<file path="src/csq_consts.vh">
// constants for the charge sequencer
`ifndef CSQ_CONSTS_VH
`define CSQ_CONSTS_VH
`define CSQ_CLK_MHZ 200
`define CSQ_DEAD_NS 50
`define CSQ_DEAD_CYC 4'hA // 50 ns at 200 MHz, rounded up
`define CSQ_TICK_DIV 1000
`define CSQ_PREQ_TICKS 450
`define CSQ_FAST_TICKS 5400
`define CSQ_FULL_TICKS 5400
`define CSQ_TOP_TICKS 2700
`define CSQ_THM_SLOT 7'h40
`define CSQ_CUR_ZERO 2'h0
`define CSQ_CUR_C20 2'h1
`define CSQ_CUR_FULL 2'h2
`define CSQ_CUR_CV 2'h3
`endif

</file>
<file path="src/csq_charge_sequencer.v">
// charge sequencer state machine, timers, thermistor mux and gate drive
`timescale 1ns/1ps
`include "csq_consts.vh"

module csq_charge_sequencer #(
  parameter TICK_DIV = `CSQ_TICK_DIV,
  parameter PREQ_TICKS = `CSQ_PREQ_TICKS,
  parameter FAST_TICKS = `CSQ_FAST_TICKS,
  parameter FULL_TICKS = `CSQ_FULL_TICKS,
  parameter TOP_TICKS = `CSQ_TOP_TICKS
) (
  input wire i_clock,
  input wire i_rst_n,
  input wire i_power_down_n,
  input wire i_supply_good,
  input wire i_ref_good,
  input wire i_bias_good,
  input wire i_supply_dropout,
  input wire i_pack_overvoltage,
  input wire i_pack_above_uv,
  input wire i_pack_at_reg,
  input wire i_pack_below_recharge,
  input wire i_current_low,
  input wire i_short_timer_cap,
  input wire i_long_timer_cap,
  input wire i_temp_hot_ok,
  input wire i_temp_cold_ok,
  input wire i_pwm_on,
  input wire i_inductor_zero,
  output reg o_temp_sense_hot_sel,
  output reg [1:0] o_current_mode,
  output reg o_high_gate_drive,
  output reg o_low_gate_drive,
  output wire o_fast_phase_indicator_n_o,
  output wire o_fast_phase_indicator_n_oe,
  output wire o_voltage_phase_indicator_n_o,
  output wire o_voltage_phase_indicator_n_oe,
  output wire o_fault_indicator_n_o,
  output wire o_fault_indicator_n_oe,
  output wire [7:0] o_state
);
  localparam ST_RESET = 8'h01;
  localparam ST_PREQ = 8'h02;
  localparam ST_FAST = 8'h04;
  localparam ST_FULL = 8'h08;
  localparam ST_TOP = 8'h10;
  localparam ST_DONE = 8'h20;
  localparam ST_FAULT = 8'h40;
  localparam ST_TEMP = 8'h80;
  localparam [3:0] DEAD_CYC = `CSQ_DEAD_CYC;
  localparam [6:0] THM_SLOT = `CSQ_THM_SLOT;

  reg [7:0] state_r;
  reg [7:0] state_nxt;
  reg [7:0] susp_from_r;
  reg [15:0] div1_r;
  reg [15:0] div2_r;
  reg tick1_r;
  reg tick2_r;
  reg [15:0] t1_r;
  reg [15:0] t2_r;
  reg fast_ind_r;
  reg full_ind_r;
  reg fault_ind_r;
  reg [6:0] thm_cnt_r;
  reg hot_ok_r;
  reg cold_ok_r;
  reg [3:0] dead_r;
  reg hi_want_prev_r;
  wire temp_ok;
  wire hi_want;
  wire t1_exp;
  wire t2_exp;
  wire run_t1;
  wire run_t2;
  assign temp_ok = hot_ok_r & cold_ok_r;
  assign o_state = state_r;
  assign run_t1 = (state_r == ST_PREQ) | (state_r == ST_FULL) | (state_r == ST_TOP);
  assign run_t2 = (state_r == ST_FAST);
  assign t1_exp = (state_r == ST_PREQ) ? (t1_r >= PREQ_TICKS) :
                  (state_r == ST_FULL) ? (t1_r >= FULL_TICKS) : (t1_r >= TOP_TICKS);
  assign t2_exp = (t2_r >= FAST_TICKS);

  // capacitor-paced time bases: each cap input is a ramp comparator toggle scaled by C
  always @(posedge i_clock or negedge i_rst_n)
  begin
    if (!i_rst_n)
    begin
      div1_r <= 16'h0000;
      div2_r <= 16'h0000;
      tick1_r <= 1'b0;
      tick2_r <= 1'b0;
    end
    else
    begin
      tick1_r <= 1'b0;
      tick2_r <= 1'b0;
      if (i_short_timer_cap)
      begin
        if (div1_r >= TICK_DIV - 1)
        begin
          div1_r <= 16'h0000;
          tick1_r <= 1'b1;
        end
        else
          div1_r <= div1_r + 16'h0001;
      end
      if (i_long_timer_cap)
      begin
        if (div2_r >= TICK_DIV - 1)
        begin
          div2_r <= 16'h0000;
          tick2_r <= 1'b1;
        end
        else
          div2_r <= div2_r + 16'h0001;
      end
    end
  end
  // thermistor hot/cold multiplex
  always @(posedge i_clock or negedge i_rst_n)
  begin
    if (!i_rst_n)
    begin
      thm_cnt_r <= 7'h00;
      o_temp_sense_hot_sel <= 1'b0;
      hot_ok_r <= 1'b0;
      cold_ok_r <= 1'b0;
    end
    else if (thm_cnt_r >= THM_SLOT - 7'h01)
    begin
      thm_cnt_r <= 7'h00;
      o_temp_sense_hot_sel <= ~o_temp_sense_hot_sel;
      if (o_temp_sense_hot_sel)
        hot_ok_r <= i_temp_hot_ok;
      else
        cold_ok_r <= i_temp_cold_ok;
    end
    else
      thm_cnt_r <= thm_cnt_r + 7'h01;
  end

  always @*
  begin
    state_nxt = state_r;
    case (state_r)
      ST_RESET:
        if (i_supply_good & i_ref_good & i_bias_good & ~i_supply_dropout)
          state_nxt = ST_PREQ;
      ST_PREQ:
        if (!temp_ok)
          state_nxt = ST_TEMP;
        else if (i_pack_above_uv)
          state_nxt = ST_FAST;
        else if (t1_exp)
          state_nxt = ST_FAULT;
      ST_FAST:
        if (!temp_ok)
          state_nxt = ST_TEMP;
        else if (i_pack_at_reg)
          state_nxt = ST_FULL;
        else if (t2_exp)
          state_nxt = ST_FAULT;
      ST_FULL:
        if (!temp_ok)
          state_nxt = ST_TEMP;
        else if (t1_exp | i_current_low)
          state_nxt = ST_TOP;
      ST_TOP:
        if (!temp_ok)
          state_nxt = ST_TEMP;
        else if (t1_exp)
          state_nxt = ST_DONE;
      ST_DONE:
        if (i_pack_below_recharge)
          state_nxt = ST_RESET;
      ST_FAULT:
        state_nxt = ST_FAULT;
      ST_TEMP:
        if (temp_ok)
          state_nxt = susp_from_r;
      default:
        state_nxt = ST_RESET;
    endcase
    if ((i_supply_dropout | i_pack_overvoltage) & (state_r != ST_FAULT))
      state_nxt = ST_RESET;
  end
  always @(posedge i_clock or negedge i_rst_n)
  begin
    if (!i_rst_n)
    begin
      state_r <= ST_RESET;
      susp_from_r <= ST_RESET;
      t1_r <= 16'h0000;
      t2_r <= 16'h0000;
      fast_ind_r <= 1'b1;
      full_ind_r <= 1'b1;
      fault_ind_r <= 1'b1;
    end
    else if (!i_power_down_n)
    begin
      state_r <= ST_RESET;
      t1_r <= 16'h0000;
      t2_r <= 16'h0000;
      fast_ind_r <= 1'b1;
      full_ind_r <= 1'b1;
      fault_ind_r <= 1'b1;
    end
    else
    begin
      state_r <= state_nxt;
      if (state_nxt == ST_TEMP && state_r != ST_TEMP)
        susp_from_r <= state_r;
      if (state_nxt == ST_RESET)
      begin
        t1_r <= 16'h0000;
        t2_r <= 16'h0000;
      end
      else if (state_nxt != state_r && state_r != ST_TEMP && state_nxt != ST_TEMP)
        t1_r <= 16'h0000;
      else if (run_t1 && tick1_r && t1_r != 16'hFFFF)
        t1_r <= t1_r + 16'h0001;
      if (run_t2 && tick2_r && t2_r != 16'hFFFF)
        t2_r <= t2_r + 16'h0001;
      case (state_nxt)
        ST_PREQ, ST_FAST:
        begin
          fast_ind_r <= 1'b0;
          full_ind_r <= 1'b1;
          fault_ind_r <= 1'b1;
        end
        ST_FULL:
        begin
          fast_ind_r <= 1'b1;
          full_ind_r <= 1'b0;
          fault_ind_r <= 1'b1;
        end
        ST_FAULT:
        begin
          fast_ind_r <= 1'b1;
          full_ind_r <= 1'b1;
          fault_ind_r <= 1'b0;
        end
        ST_TEMP: fast_ind_r <= fast_ind_r;
        default:
        begin
          fast_ind_r <= 1'b1;
          full_ind_r <= 1'b1;
          fault_ind_r <= 1'b1;
        end
      endcase
    end
  end
  // current command to the analog loop
  always @(posedge i_clock or negedge i_rst_n)
  begin
    if (!i_rst_n)
      o_current_mode <= `CSQ_CUR_ZERO;
    else if (!i_power_down_n)
      o_current_mode <= `CSQ_CUR_ZERO;
    else
    begin
      case (state_r)
        ST_PREQ: o_current_mode <= `CSQ_CUR_C20;
        ST_FAST: o_current_mode <= `CSQ_CUR_FULL;
        ST_FULL, ST_TOP: o_current_mode <= `CSQ_CUR_CV;
        default: o_current_mode <= `CSQ_CUR_ZERO;
      endcase
    end
  end
  // gate drive with dead time
  assign hi_want = i_pwm_on & (o_current_mode != `CSQ_CUR_ZERO);
  always @(posedge i_clock or negedge i_rst_n)
  begin
    if (!i_rst_n)
    begin
      o_high_gate_drive <= 1'b0;
      o_low_gate_drive <= 1'b0;
      dead_r <= 4'h0;
      hi_want_prev_r <= 1'b0;
    end
    else if (!i_power_down_n)
    begin
      o_high_gate_drive <= 1'b0;
      o_low_gate_drive <= 1'b0;
      dead_r <= DEAD_CYC;
      hi_want_prev_r <= 1'b0;
    end
    else
    begin
      hi_want_prev_r <= hi_want;
      if (hi_want != hi_want_prev_r)
      begin
        o_high_gate_drive <= 1'b0;
        o_low_gate_drive <= 1'b0;
        dead_r <= DEAD_CYC;
      end
      else if (dead_r != 4'h0)
        dead_r <= dead_r - 4'h1;
      else
      begin
        o_high_gate_drive <= hi_want;
        o_low_gate_drive <= ~hi_want & (o_current_mode != `CSQ_CUR_ZERO) & ~i_inductor_zero;
      end
    end
  end

  // open-drain indicators: drive low only when active
  assign o_fast_phase_indicator_n_o = 1'b0;
  assign o_voltage_phase_indicator_n_o = 1'b0;
  assign o_fault_indicator_n_o = 1'b0;
  assign o_fast_phase_indicator_n_oe = i_power_down_n & ~fast_ind_r;
  assign o_voltage_phase_indicator_n_oe = i_power_down_n & ~full_ind_r;
  assign o_fault_indicator_n_oe = i_power_down_n & ~fault_ind_r;
endmodule // csq_charge_sequencer

</file>
<file path="config.mk">
export PLATFORM = sky130hd
export DESIGN_NAME = csq_charge_sequencer
export DESIGN_NICKNAME = d
export VERILOG_FILES = /design/src/csq_charge_sequencer.v
export VERILOG_INCLUDE_DIRS = /design/src /design/src/src
export SDC_FILE = /design/constraint.sdc
export NUM_CORES = 1
export LEC_CHECK = 0
export BUFFER_PORTS_ARGS = -buffer_cell sky130_fd_sc_hd__buf_2
export CAP_MARGIN = 20
export CORE_MARGIN = 1
export CORE_UTILIZATION = 55
export DETAILED_ROUTE_END_ITERATION = 12
export PLACE_DENSITY = 0.79
export SETUP_SLACK_MARGIN = 0.15
export SYNTH_ARGS = -nofsm -noshare
export SYNTH_HDL_FRONTEND = slang
export SYNTH_SLANG_ARGS = --single-unit
</file>
<file path="constraint.sdc">
create_clock -name i_clock -period 3.05 [get_ports i_clock]
set_input_delay 0.4575 -clock i_clock [delete_from_list [all_inputs] [get_ports i_clock]]
set_output_delay 0.4575 -clock i_clock [all_outputs]
set_load 0.01 [all_outputs]
</file>
[Yosys cells after proc, flatten, opt, wreduce, memory -nomap -nowiden]
Cells that the tools add are included.
Cells by class
  shift-type cells: 0
  multiply operators: 0
  div/mod/pow operators: 0
  equal/unequal tests: 26
  order comparisons: 7
  add/subtract/negate cells: 6
  bitwise logic cells: 22
  multiplexer cells: 50
  reductions and logical operators: 14
Operator list (count)
  $mux W16: 9
  $mux W8: 15
  $add A16 B1 Y16 const B: 4
  $pmux W8 S8: 1
  $ge A16 B10 Y1 const B: 2
  $ge A16 B13 Y1 const B: 2
  $ne A16 B16 Y1 const B: 2
  $eq A8 B1 Y1 const B: 2
  $eq A8 B2 Y1 const B: 2
  $eq A8 B3 Y1 const B: 2
  $eq A8 B4 Y1 const B: 2
  $eq A8 B7 Y1 const B: 2
  $eq A8 B8 Y1 const B: 2
  $ge A16 B12 Y1 const B: 1
  $ge A16 B9 Y1 const B: 1
  $mux W1: 16
  $ne A8 B8 Y1 const B: 2
  $mux W4: 3
  $and A1 B1 Y1: 11
  $eq A8 B5 Y1 const B: 1
  $eq A8 B6 Y1 const B: 1
  $ne A8 B7 Y1 const B: 1
  $ne A8 B8 Y1: 1
  $add A7 B1 Y7 const B: 1
  other kinds (18): 39
Word-level totals
  latch bits: 0
  memories kept: 0
  RAM bits: 0
  bits in registers: 104
  logic and storage cells: 145
  bits of input ports: 18
  ROM bits: 0

[Longest topological paths before layout]
Gate-level depths: netlist of the first run.
  depth in word-level cells: 14
  mapped depth: 13
  depth with buffers taken out: 11

[Least setup slack after synthesis of the first run]
OpenSTA, ideal clock, no wires.
  kind: register to register
  from: register state_r[6], in the netlist o_state[6]
  to: register t2_r[3]
  required time: 2.912 ns
  path buffers: 3
  cell stages (with the launch flop): 13
  library setup time: 0.138 ns
  slack: -0.153 ns
  arrival time: 3.065 ns
  path through: dfrtp_1 > buf_6 > nor4_4 > nand4_1 > a31o_1 > a311oi_1 > a211oi_2 > o41a_2 > o21ai_4 > or2_1 > buf_2 > buf_4 > o22ai_1
On the way
  word-level cells in the longest chain between the ends: 10
  elaborated cells between the ends (all ways): 34
RTL lines
  start, declared: line csq_charge_sequencer.v:53  | reg [7:0] state_r;
  start signal, assigned: line csq_charge_sequencer.v:211  | state_r <= state_nxt;
  $eq A8 B4 Y1: line csq_charge_sequencer.v:81, csq_charge_sequencer.v:146
  $mux W1: line csq_charge_sequencer.v:81  | (state_r == ST_FULL) ? (t1_r >= FULL_TICKS) : (t1_r >= TOP_TICKS);
  $mux W1: line csq_charge_sequencer.v:80  | assign t1_exp = (state_r == ST_PREQ) ? (t1_r >= PREQ_TICKS) :
  $or A1 B1 Y1 or $mux W8 (tied branches): line csq_charge_sequencer.v:167, csq_charge_sequencer.v:155
  $mux W8 (on tied branches): line csq_charge_sequencer.v:167, csq_charge_sequencer.v:153
  $mux W8 (on tied branches): line csq_charge_sequencer.v:165, csq_charge_sequencer.v:151
  $pmux W8 S8: line csq_charge_sequencer.v:146  | case (state_r)
  $mux W8: line csq_charge_sequencer.v:185  | if ((i_supply_dropout | i_pack_overvoltage) & (state_r != ST_FAULT))
  $eq A8 B1 Y1: line csq_charge_sequencer.v:214  | if (state_nxt == ST_RESET)
  $ne A3 B1 Y1 (no line)
  end signal, assigned: line csq_charge_sequencer.v:224  | t2_r <= t2_r + 16'h0001;
  end, declared: line csq_charge_sequencer.v:61  | reg [15:0] t2_r;
Several ways; a longest one is shown, not always the timed one.
A chain may end at the register's enable or synchronous reset.

[Worst setup path after layout of the first run]
  from: register state_r[6], in the netlist o_state[6]
  to: register t1_r[10]
On the way
  word-level cells in the longest chain between the ends: 14
  elaborated cells between the ends (all ways): 42
RTL lines
  $eq A8 B4 Y1: line csq_charge_sequencer.v:78, csq_charge_sequencer.v:81, csq_charge_sequencer.v:146
  $mux W1: line csq_charge_sequencer.v:81
  $mux W1: line csq_charge_sequencer.v:80
  $or A1 B1 Y1 or $mux W8 (tied branches): line csq_charge_sequencer.v:167, csq_charge_sequencer.v:155
  $mux W8 (on tied branches): line csq_charge_sequencer.v:167, csq_charge_sequencer.v:153
  $mux W8 (on tied branches): line csq_charge_sequencer.v:165, csq_charge_sequencer.v:151
  $pmux W8 S8: line csq_charge_sequencer.v:146
  $mux W8: line csq_charge_sequencer.v:185
  $ne A8 B8 Y1: line csq_charge_sequencer.v:219  | else if (state_nxt != state_r && state_r != ST_TEMP && state_nxt != ST_TEMP)
  $logic_and A1 B1 Y1 (2 in series): line csq_charge_sequencer.v:219
  $mux W16: line csq_charge_sequencer.v:219
  $mux W16: line csq_charge_sequencer.v:214
  $mux W16: line csq_charge_sequencer.v:200  | else if (!i_power_down_n)
  end signal, assigned: line csq_charge_sequencer.v:222  | t1_r <= t1_r + 16'h0001;
  end, declared: line csq_charge_sequencer.v:60  | reg [15:0] t1_r;
Several ways; a longest one is shown, not always the timed one.

==> results of run 1 <==
==> metal layers <==
layer,vias to the layer above,global-route usage [%]
li1,2556,-
met5,-,0
met3,39,3.62
met2,213,48.2
met4,0,12.1
met1,2647,36.4
==> cells by family after synthesis <==
logic type / after synthesis / synth area share, %
AND/OR/NAND/NOR: 288 / 26.7
flip-flops: 104 / 43.4
AO/OA/AOI/OAI: 142 / 16.9
multiplexers: 11 / 1.96
XOR/XNOR: 34 / 4.95
adder cells (fa/ha/maj): 11 / 2.29
buffers and inverters: 50 / 3.79
other: 1 / 0.0624
==> per-stage QoR <==
| stage | setup WS [ns] | hold slack, ns |
|---|---|---|
| after detailed placement | -0.449 | 0.486 |
| final | -0.0793 | 0.114 |
| after CTS | 0.0272 | 0.107 |
| after floorplan | -0.0232 | 0.162 |
| after global routing | -0.121 | 0.150 |
| after global placement | -0.271 | 0.475 |
==> Yosys cell counts (all sizes together), types with 11 or more instances <==
master	n	area share [%]
a21oi	34	2.8
a31oi	17	1.8
and2	19	2.0
and3	20	2.1
buf	12	1.4
clkbuf	20	1.2
dfrtp	99	41
ha	11	2.3
inv	18	1.1
nand2	47	2.9
nand3	34	2.8
nor2	61	3.8
nor2b	13	1.4
nor3	30	3.6
o21a	11	1.4
o21ai	20	1.9
xnor2	13	1.9
xor2	21	3.1
==> how the worst min path moves through the flow <==
stage                            to  slack (ns)  cells past startpoint
after floorplan           cold_ok_r        0.16                      0
after global placement    div1_r[9]        0.47                      2
after detailed placement  div2_r[9]        0.49                      2
after CTS                  t1_r[14]        0.11                      1
after global routing       t1_r[12]        0.15                      1
final                      t1_r[14]        0.11                      1
==> layout make-up <==
type                       count  area [µm²]
clock inverter                 7        71.3
multi-input combinational    490        3540
sequential                   104        2610
inverter                      18        67.6
tap                          136         170
clock buffer                   9         124
timing repair buffer         135        1020
fill                         759        2860
==> flip-flops by register name, summed over array words and instances, names as in the netlist, 2 cells and up <==
signal / cells
div1_r: 16
div2_r: 16
t1_r: 16
t2_r: 16
o_state: 8
susp_from_r: 8
thm_cnt_r: 7
dead_r: 4
o_current_mode: 2
==> critical path: stages, from the launching register on <==
cell and delay (ns):
dfrtp_1 0.42, or3_4 0.40, or3_4 0.41, a2111o_1 0.33
and2_4 0.17, or3_4 0.33, a22o_1 0.25, a2111oi_4 0.34
nor3_4 0.07, buf_12 0.16, nor3_2 0.16
==> power by group <==
part           internal, W  switching [W]  total (W)
sequential         0.00147       0.000113    0.00159
combinational     0.000173       0.000228   0.000400
clock             0.000326       0.000519   0.000844
total              0.00197       0.000860    0.00283
==> timing repair <==
action                                 CTS  global route
hold buffers                             0             0
resized for setup                       49            21
cloned                                   1             0
pin swaps                               24            17
endpoints found under the hold margin    0             0
buffers inserted                        16             1
setup endpoints to repair               42            43
==> results.sh, run 1 <==
export IMPL_drtIter0Drc=440
export IMPL_drt_total_wl_mm=15.7
export IMPL_asyncSetResetFlopFracSynth_pct=100
export IMPL_syn_to_final_growth_pct=26.4
export IMPL_drt_antenna_violating_nets=0
export IMPL_worstSetupEndpoint="t1_r[10]"
export IMPL_critical_path_max_fanout=16
export IMPL_nets=787
export IMPL_p_leak_nw=3.41
export IMPL_grt_first_pass_wirelength_mm=25.3
export IMPL_viasPerCell=6.07
export IMPL_timing_fmax_ghz=0.320
export IMPL_synthFlopType="dfrtp_1"
export IMPL_failed_checks="negative setup slack"
export IMPL_hold_viol=0
export IMPL_synth_cell_types=76
export IMPL_grt_overflow_total=0
export IMPL_portBuffers=33
export IMPL_die_h_um=107
export IMPL_fin_area_um2=7600
export IMPL_cts_tree="built"
export IMPL_slew_headroom_pct=46.7
export IMPL_hp_class="input port to async pin"
export IMPL_setup_violations=20
export IMPL_met2_length_mm=7.55
export IMPL_htreeDepth=3
export IMPL_dr_pass1_iters=6
export IMPL_status="finished with violations"
export IMPL_rsz0062_at_grt="yes"
export IMPL_min_period_over_period_pct=103
export IMPL_dp_cells=865
export IMPL_maxCapViolations=0
export IMPL_vias=5455
export IMPL_final_common_cell="dfrtp_1"
export IMPL_crit_arrival_ns=3.44
export IMPL_yosysWarnings=0
export IMPL_cts_inserted_buffers=9
export IMPL_diodes=0
export IMPL_dp_hpwl_mm=10.9
export IMPL_cts_root_buffer="clkbuf_8"
export IMPL_highest_layer="met4"
export IMPL_synth_area_um2=6010
export IMPL_ys_ff_latch=104
export IMPL_grt_use_total_pct=28.4
export IMPL_worst_pin_slew_ns=0.798
export IMPL_drc=0
export IMPL_drive_gt1_share_pct=32.0
export IMPL_path_clk_slew_ns=0.11
export IMPL_synth_seq_area_share_pct=43.4
export IMPL_cts_sinks=104
export IMPL_met3_length_um=928
export IMPL_dpl_instance_area_um2=6910
export IMPL_postLayoutCoreUtil_pct=72.7
export IMPL_synth_edf_count=0
export IMPL_mostFrequentLayoutCells="99 x dfrtp_1, 90 x buf_4, 61 x nor2_1"
export IMPL_worst_setup_path_type="flop to flop"
export IMPL_stdcell_count=899
export IMPL_avgSynthCellArea_um2=9.38
export IMPL_worst_r2r_cell_count=10
export IMPL_cts_max_path_buffers=2
export IMPL_p_per_area_nw_per_um2=372
export IMPL_rows=37
export IMPL_gpl_final_weighted_congestion=0.992
export IMPL_cp_required_ns=3.36
export IMPL_reg2reg_to="t1_r[10]"
export IMPL_io_pins=37
export IMPL_netlist_instances=641
export IMPL_grt_pass1_vias=5353
export IMPL_worstReg2RegStart="o_state[6]"
export IMPL_start_util_pct=57.5
export IMPL_rrSetupSlack_ns=-0.08
export IMPL_ir_worst_vdd_v=0.000354
export IMPL_setup_tns_ns=-0.564
export IMPL_grt_max_degree=55
export IMPL_power_w=0.00283
export IMPL_fin_skew_ns=0.0144
export IMPL_worstSetupStartpointType="flop"
export IMPL_antenna_found_initial=0
export IMPL_critical_path_startpoint="o_state[6]"
export IMPL_layout_min_cycle_time_ns=3.13
export IMPL_die_area_um2=11400
export IMPL_core_um2=10500
export IMPL_die_x_um=107
export IMPL_slew_viol_final=0
export IMPL_routed_wire_length_per_instance_um=17.4
export IMPL_worst_slack_ns=-0.0793
export IMPL_clk_latency_ns=0.37
export IMPL_m1WireLength_mm=6.71
export IMPL_end_kind="flop"
Power figures use the tool's default switching activity.
==> inputs of run 2 (changes only) <==
--- a/config.mk
+++ b/config.mk
@@ -12,7 +12,6 @@
 export CORE_UTILIZATION = 55
 export DETAILED_ROUTE_END_ITERATION = 12
 export PLACE_DENSITY = 0.79
-export SETUP_SLACK_MARGIN = 0.15
 export SYNTH_ARGS = -nofsm -noshare
 export SYNTH_HDL_FRONTEND = slang
 export SYNTH_SLANG_ARGS = --single-unit
==> run 2 against run 1 <==
  * The run still ends with negative setup slack left
  * Critical path type unchanged
  * Clock power decreased by 2%
  * Via count is 1.8% lower
  * Critical endpoint is now t1_r[0]
  * Critical path depth stayed put
  * Global-route usage shrank 0.29 points
  * Non-clock buffer count stayed put
  * Register-to-register slack lost 0.02 ns
  * Final area down 1.4%
  * Clock skew rose by 0.0012 ns
  * Fmax decreased by 0.74%
==> results.sh, run 2 (synthesis gave the netlist of run 1 again) <==
export IMPL_status="finished with violations"
export IMPL_failed_checks="negative setup slack"
export IMPL_grt_pass1_vias=5191
export IMPL_crit_top_cell="or3_4"
export IMPL_rrSetupSlack_ns=-0.10
export IMPL_clk_latency_ns=0.38
export IMPL_drive_gt1_share_pct=30.1
export IMPL_die_area_um2=11400
export IMPL_critical_path_max_fanout=16
export IMPL_dpl_instance_area_um2=6900
export IMPL_cts_sinks=104
export IMPL_cts_tree="built"
export IMPL_cts_root_buffer="clkbuf_8"
export IMPL_cp_required_ns=3.34
export IMPL_cts_max_path_buffers=2
export IMPL_hp_class="input port to async pin"
export IMPL_htreeDepth=3
export IMPL_drt_total_wl_mm=15.1
export IMPL_io_pins=37
export IMPL_maxCapViolations=0
export IMPL_worstSetupStartpointType="flop"
export IMPL_viasPerCell=5.96
export IMPL_die_h_um=107
export IMPL_grt_overflow_total=0
export IMPL_syn_to_final_growth_pct=24.7
export IMPL_timing_fmax_ghz=0.317
export IMPL_grt_use_total_pct=28.1
export IMPL_crit_chain="or3b_4 > or3_4 > a2111o_1 > and2_4 > or3_4 > a22o_4 > a2111oi_4 > nor3_4 > buf_12 > nor3_1"
export IMPL_fin_skew_ns=0.0156
export IMPL_layout_min_cycle_time_ns=3.15
export IMPL_core_um2=10500
export IMPL_crit_arrival_ns=3.45
export IMPL_postLayoutCoreUtil_pct=71.7
export IMPL_worst_setup_path_type="flop to flop"
export IMPL_cts_hold_buf=0
export IMPL_critPathMaxStageDelay_ns=0.41
export IMPL_dr_pass1_iters=7
export IMPL_drc=0
export IMPL_fin_area_um2=7500
export IMPL_grt_max_degree=105
export IMPL_setup_violations=20
export IMPL_min_period_over_period_pct=103
export IMPL_antenna_found_initial=0
export IMPL_slew_headroom_pct=37.0
export IMPL_vias=5355
export IMPL_diodes=0
export IMPL_rows=37
export IMPL_grt_first_pass_wirelength_mm=25.1
export IMPL_worst_pin_slew_ns=0.943
export IMPL_p_per_area_nw_per_um2=374
export IMPL_drtIter0Drc=323
export IMPL_slew_viol_final=0
export IMPL_routed_wire_length_per_instance_um=16.8
export IMPL_rsz0062_at_grt="yes"
export IMPL_nets=787
export IMPL_p_leak_nw=3.41
export IMPL_dp_cells=869
export IMPL_start_util_pct=57.5
export IMPL_slowest_stage="or3_4"
export IMPL_die_x_um=107
export IMPL_drt_antenna_violating_nets=0
export IMPL_mostFrequentLayoutCells="99 x dfrtp_1, 92 x buf_4, 60 x nor2_1"
export IMPL_end_kind="flop"
export IMPL_path_clk_slew_ns=0.11
export IMPL_dp_hpwl_mm=10.8
export IMPL_final_common_cell="dfrtp_1"
export IMPL_stdcell_count=899
export IMPL_ir_worst_vdd_v=0.000427
export IMPL_worst_slack_ns=-0.103
export IMPL_cts_inserted_buffers=9
export IMPL_portBuffers=33
export IMPL_gpl_final_weighted_congestion=0.999
export IMPL_hold_viol=0
export IMPL_pre_cts_ws_ns=-0.312
run 2: timing repair:
item | CTS | global route
endpoints found under the setup margin | 37 | 42
pin swaps | 2 | 14
resized for setup | 11 | 45
gates cloned | 0 | 1
buffers inserted | 4 | 9
run 2: cell type report:
cell class	count	area, µm²
flip-flops and latches	104	2610
fillers	781	2960
multi-input cells	490	3470
repair buffers	135	1000
well taps	136	170
clock inverters	7	61.3
clock buffers	9	124
inverters	18	67.6
run 2: per-layer routing:
layer | part of all wire (%) | vias to the layer above | track usage (%)
li1 | - | 2547 | -
met1 | 44 | 2585 | 37.8
met5 | 0 | - | 2.86
met2 | 48 | 190 | 45.2
met4 | 2.5 | 0 | 10.4
met3 | 5.7 | 33 | 4.90
run 2: report_power, final:
group	internal, W	switching, W
sequential	0.00147	0.000112
clock	0.000314	0.000517
combinational	0.000170	0.000222
run 2: stage by stage:
| step | setup TNS (ns) | hold WS (ns) | total power [W] |
|---|---|---|---|
| 2_1_floorplan | -0.0428 | 0.162 | 0.00183 |
| 3_3_place_gp | -3.56 | 0.475 | 0.00196 |
| 3_5_place_dp | -4.94 | 0.487 | 0.00199 |
| 4_1_cts | -0.00958 | 0.139 | 0.00281 |
| 5_1_grt | -3.49 | 0.133 | 0.00294 |
| 6_report | -1.41 | 0.0787 | 0.00281 |
run 2: final timing paths:
check | startpoint | to | cells past startpoint
worst min register to register | div2_r[15] | div2_r[15] | 2
worst max register to register | o_state[5] | t1_r[0] | 10
worst max-delay path | o_state[5] | t1_r[0] | 10
worst min-delay path | i_rst_n | dead_r[2] | 2
min in group i_clock | i_temp_cold_ok | cold_ok_r | 2
max in group asynchronous | i_rst_n | t1_r[0] | 2
run 2: worst max-delay path: cells and delay by family (launching register included):
| kind | cells | cell delay [ns] |
|---|---|---|
| AO/OA/AOI/OAI | 3 | 0.92 |
| buffers and inverters | 1 | 0.17 |
| flip-flops | 1 | 0.40 |
| AND/OR/NAND/NOR | 6 | 1.57 |
==> inputs of run 3 (changes only) <==
--- a/config.mk
+++ b/config.mk
@@ -9,9 +9,11 @@
 export BUFFER_PORTS_ARGS = -buffer_cell sky130_fd_sc_hd__buf_2
 export CAP_MARGIN = 20
 export CORE_MARGIN = 1
-export CORE_UTILIZATION = 55
+export CORE_UTILIZATION = 57
+export CTS_BUF_LIST = sky130_fd_sc_hd__clkbuf_2 sky130_fd_sc_hd__clkbuf_4 sky130_fd_sc_hd__clkbuf_8
 export DETAILED_ROUTE_END_ITERATION = 12
-export PLACE_DENSITY = 0.79
+export GPL_TIMING_DRIVEN = 0
+export PLACE_DENSITY = 0.81
 export SYNTH_ARGS = -nofsm -noshare
 export SYNTH_HDL_FRONTEND = slang
 export SYNTH_SLANG_ARGS = --single-unit
==> run 3 against run 2 <==
  * The flow still finishes with violations (negative setup slack)
  * Final area shrank 2.0%
  * Sequential cell count is the same
  * Hold slack lost 0.018 ns
  * Non-clock buffer count shrank 36
  * Sequential power is essentially flat
  * Critical path type unchanged
==> results.sh, run 3 (synthesis gave the netlist of run 1 again) <==
export IMPL_status="finished with violations"
export IMPL_failed_checks="negative setup slack"
export IMPL_end_kind="flop"
export IMPL_worst_pin_slew_ns=0.887
export IMPL_critical_path_startpoint="o_state[3]"
export IMPL_worstSetupStartpointType="flop"
export IMPL_setup_tns_ns=-3.19
export IMPL_seq_area_um2=2610
export IMPL_drc=0
export IMPL_slew_viol_final=0
export IMPL_dpl_instance_area_um2=6440
export IMPL_grt_first_pass_wirelength_mm=24.9
export IMPL_dp_cells=812
export IMPL_path_clk_slew_ns=0.10
export IMPL_gpl_final_weighted_congestion=0.948
export IMPL_ir_worst_vdd_v=0.000429
export IMPL_drt_antenna_violating_nets=0
export IMPL_fill_cells=787
export IMPL_multiInputGateArea_um2=3580
export IMPL_cts_sinks=104
export IMPL_setup_violations=36
export IMPL_core_um2=10300
export IMPL_drtIter0Drc=342
export IMPL_die_x_um=105
export IMPL_slew_headroom_pct=40.7
export IMPL_layout_min_cycle_time_ns=3.19
export IMPL_cts_hold_buf=0
export IMPL_maxCapViolations=0
export IMPL_hp_class="input port to async pin"
export IMPL_worst_slack_ns=-0.142
export IMPL_cts_inserted_buffers=9
export IMPL_worst_setup_path_type="flop to flop"
export IMPL_p_per_area_nw_per_um2=400
export IMPL_grt_pass1_vias=5132
export IMPL_final_common_cell="dfrtp_1"
export IMPL_die_area_um2=11000
export IMPL_crit_arrival_ns=3.45
export IMPL_routed_wire_length_per_instance_um=17.8
export IMPL_worst_r2r_cell_count=13
export IMPL_worstReg2RegStart="o_state[3]"
export IMPL_drt_total_wl_mm=15.4
export IMPL_diodes=0
export IMPL_pre_cts_ws_ns=-0.728
export IMPL_drive_gt1_share_pct=28.1
export IMPL_critical_path_max_fanout=10
export IMPL_min_period_over_period_pct=105
export IMPL_dr_pass1_iters=5
export IMPL_start_util_pct=58.5
export IMPL_grt_use_total_pct=28.8
export IMPL_p_leak_nw=3.19
export IMPL_viasPerCell=6.09
export IMPL_vias=5253
export IMPL_mostFrequentLayoutCells="97 x dfrtp_1, 60 x nor2_1, 45 x nand2_1"
export IMPL_rsz0062_at_grt="yes"
export IMPL_hold_viol=0
export IMPL_antenna_found_initial=0
export IMPL_fin_skew_ns=0.00931
export IMPL_die_h_um=105
export IMPL_io_pins=37
export IMPL_portBuffers=31
export IMPL_nets=751
export IMPL_cts_root_buffer="clkbuf_8"
export IMPL_grt_max_degree=65
export IMPL_cp_required_ns=3.31
export IMPL_timing_fmax_ghz=0.313
export IMPL_cts_tree="built"
export IMPL_stdcell_count=863
export IMPL_grt_overflow_total=0
export IMPL_cts_max_path_buffers=2
export IMPL_rows=37
export IMPL_htreeDepth=3
export IMPL_dp_hpwl_mm=10.4
export IMPL_syn_to_final_growth_pct=22.2
export IMPL_fin_area_um2=7350
export IMPL_clk_latency_ns=0.37
run 3: cell count changes in the layout (fill, tap and decap cells not counted), moves of 3 or more:
cell	delta
buf_6	+6
a21oi_2	+4
nor3_2	+3
mux2_2	+3
a21oi_1	-5
clkbuf_1	+10
mux2_4	-4
clkbuf_2	+5
nor3_1	-3
buf_4	-55
run 3: layout make-up:
| class | count | share of cell area [%] |
|---|---|---|
| Clock buffer | 10 | 1.79 |
| Clock inverter | 6 | 1.26 |
| Inverter | 18 | 0.919 |
| Buffer | 26 | 2.23 |
| Tap cell | 136 | 2.32 |
| Sequential cell | 104 | 35.5 |
| Multi-Input combinational cell | 490 | 48.7 |
| Timing Repair Buffer | 73 | 7.25 |
run 3: critical path, stage by stage (launching register included):
cell and delay, ns:
dfrtp_2 0.51, or2_1 0.33, or3_4 0.44, buf_6 0.13
a2111oi_4 0.20, buf_4 0.20, a311oi_2 0.05, a211oi_2 0.16
buf_4 0.18, a22o_1 0.19, a2111oi_4 0.05, nor3_4 0.38
buf_6 0.21, nor3_2 0.05
run 3: routing by layer:
metal	global-route usage (%)	vias up	routed length (µm)
li1	-	2475	-
met1	36.5	2572	6390
met2	49.1	168	7720
met3	4.12	38	741
met4	12.9	0	527
met5	0	-	0
run 3: repair_timing:
item,CTS,global route
setup buffers,27,12
endpoints found under the setup margin,43,42
cloned,2,0
pin swaps,36,17
resized for setup,61,31
run 3: report_power, final:
| part | total [W] | leakage, nW | internal, W | switching [W] |
|---|---|---|---|---|
| registers | 0.00158 | 1.39 | 0.00147 | 0.000109 |
| clock network | 0.000956 | 0.112 | 0.000477 | 0.000479 |
| logic | 0.000399 | 1.69 | 0.000170 | 0.000229 |
| total | 0.00294 | 3.19 | 0.00212 | 0.000816 |
run 3: final timing paths:
path	end	slack [ns]
worst max-delay path	t1_r[7]	-0.14
worst min-delay path	dead_r[0]	0.06
worst max register to register	t1_r[7]	-0.14
worst min register to register	susp_from_r[7]	0.50
max in group asynchronous	susp_from_r[0]	2.26
min in group i_clock	cold_ok_r	0.33
run 3: per-stage QoR:
stage                     power [W]  hold slack (ns)  util, %
after floorplan             0.00183            0.162        -
after global placement      0.00194            0.475     62.3
after detailed placement    0.00197            0.472     62.6
after CTS                   0.00294           0.0649     69.4
after global routing        0.00308           0.0949     71.5
final                       0.00294           0.0608     71.5
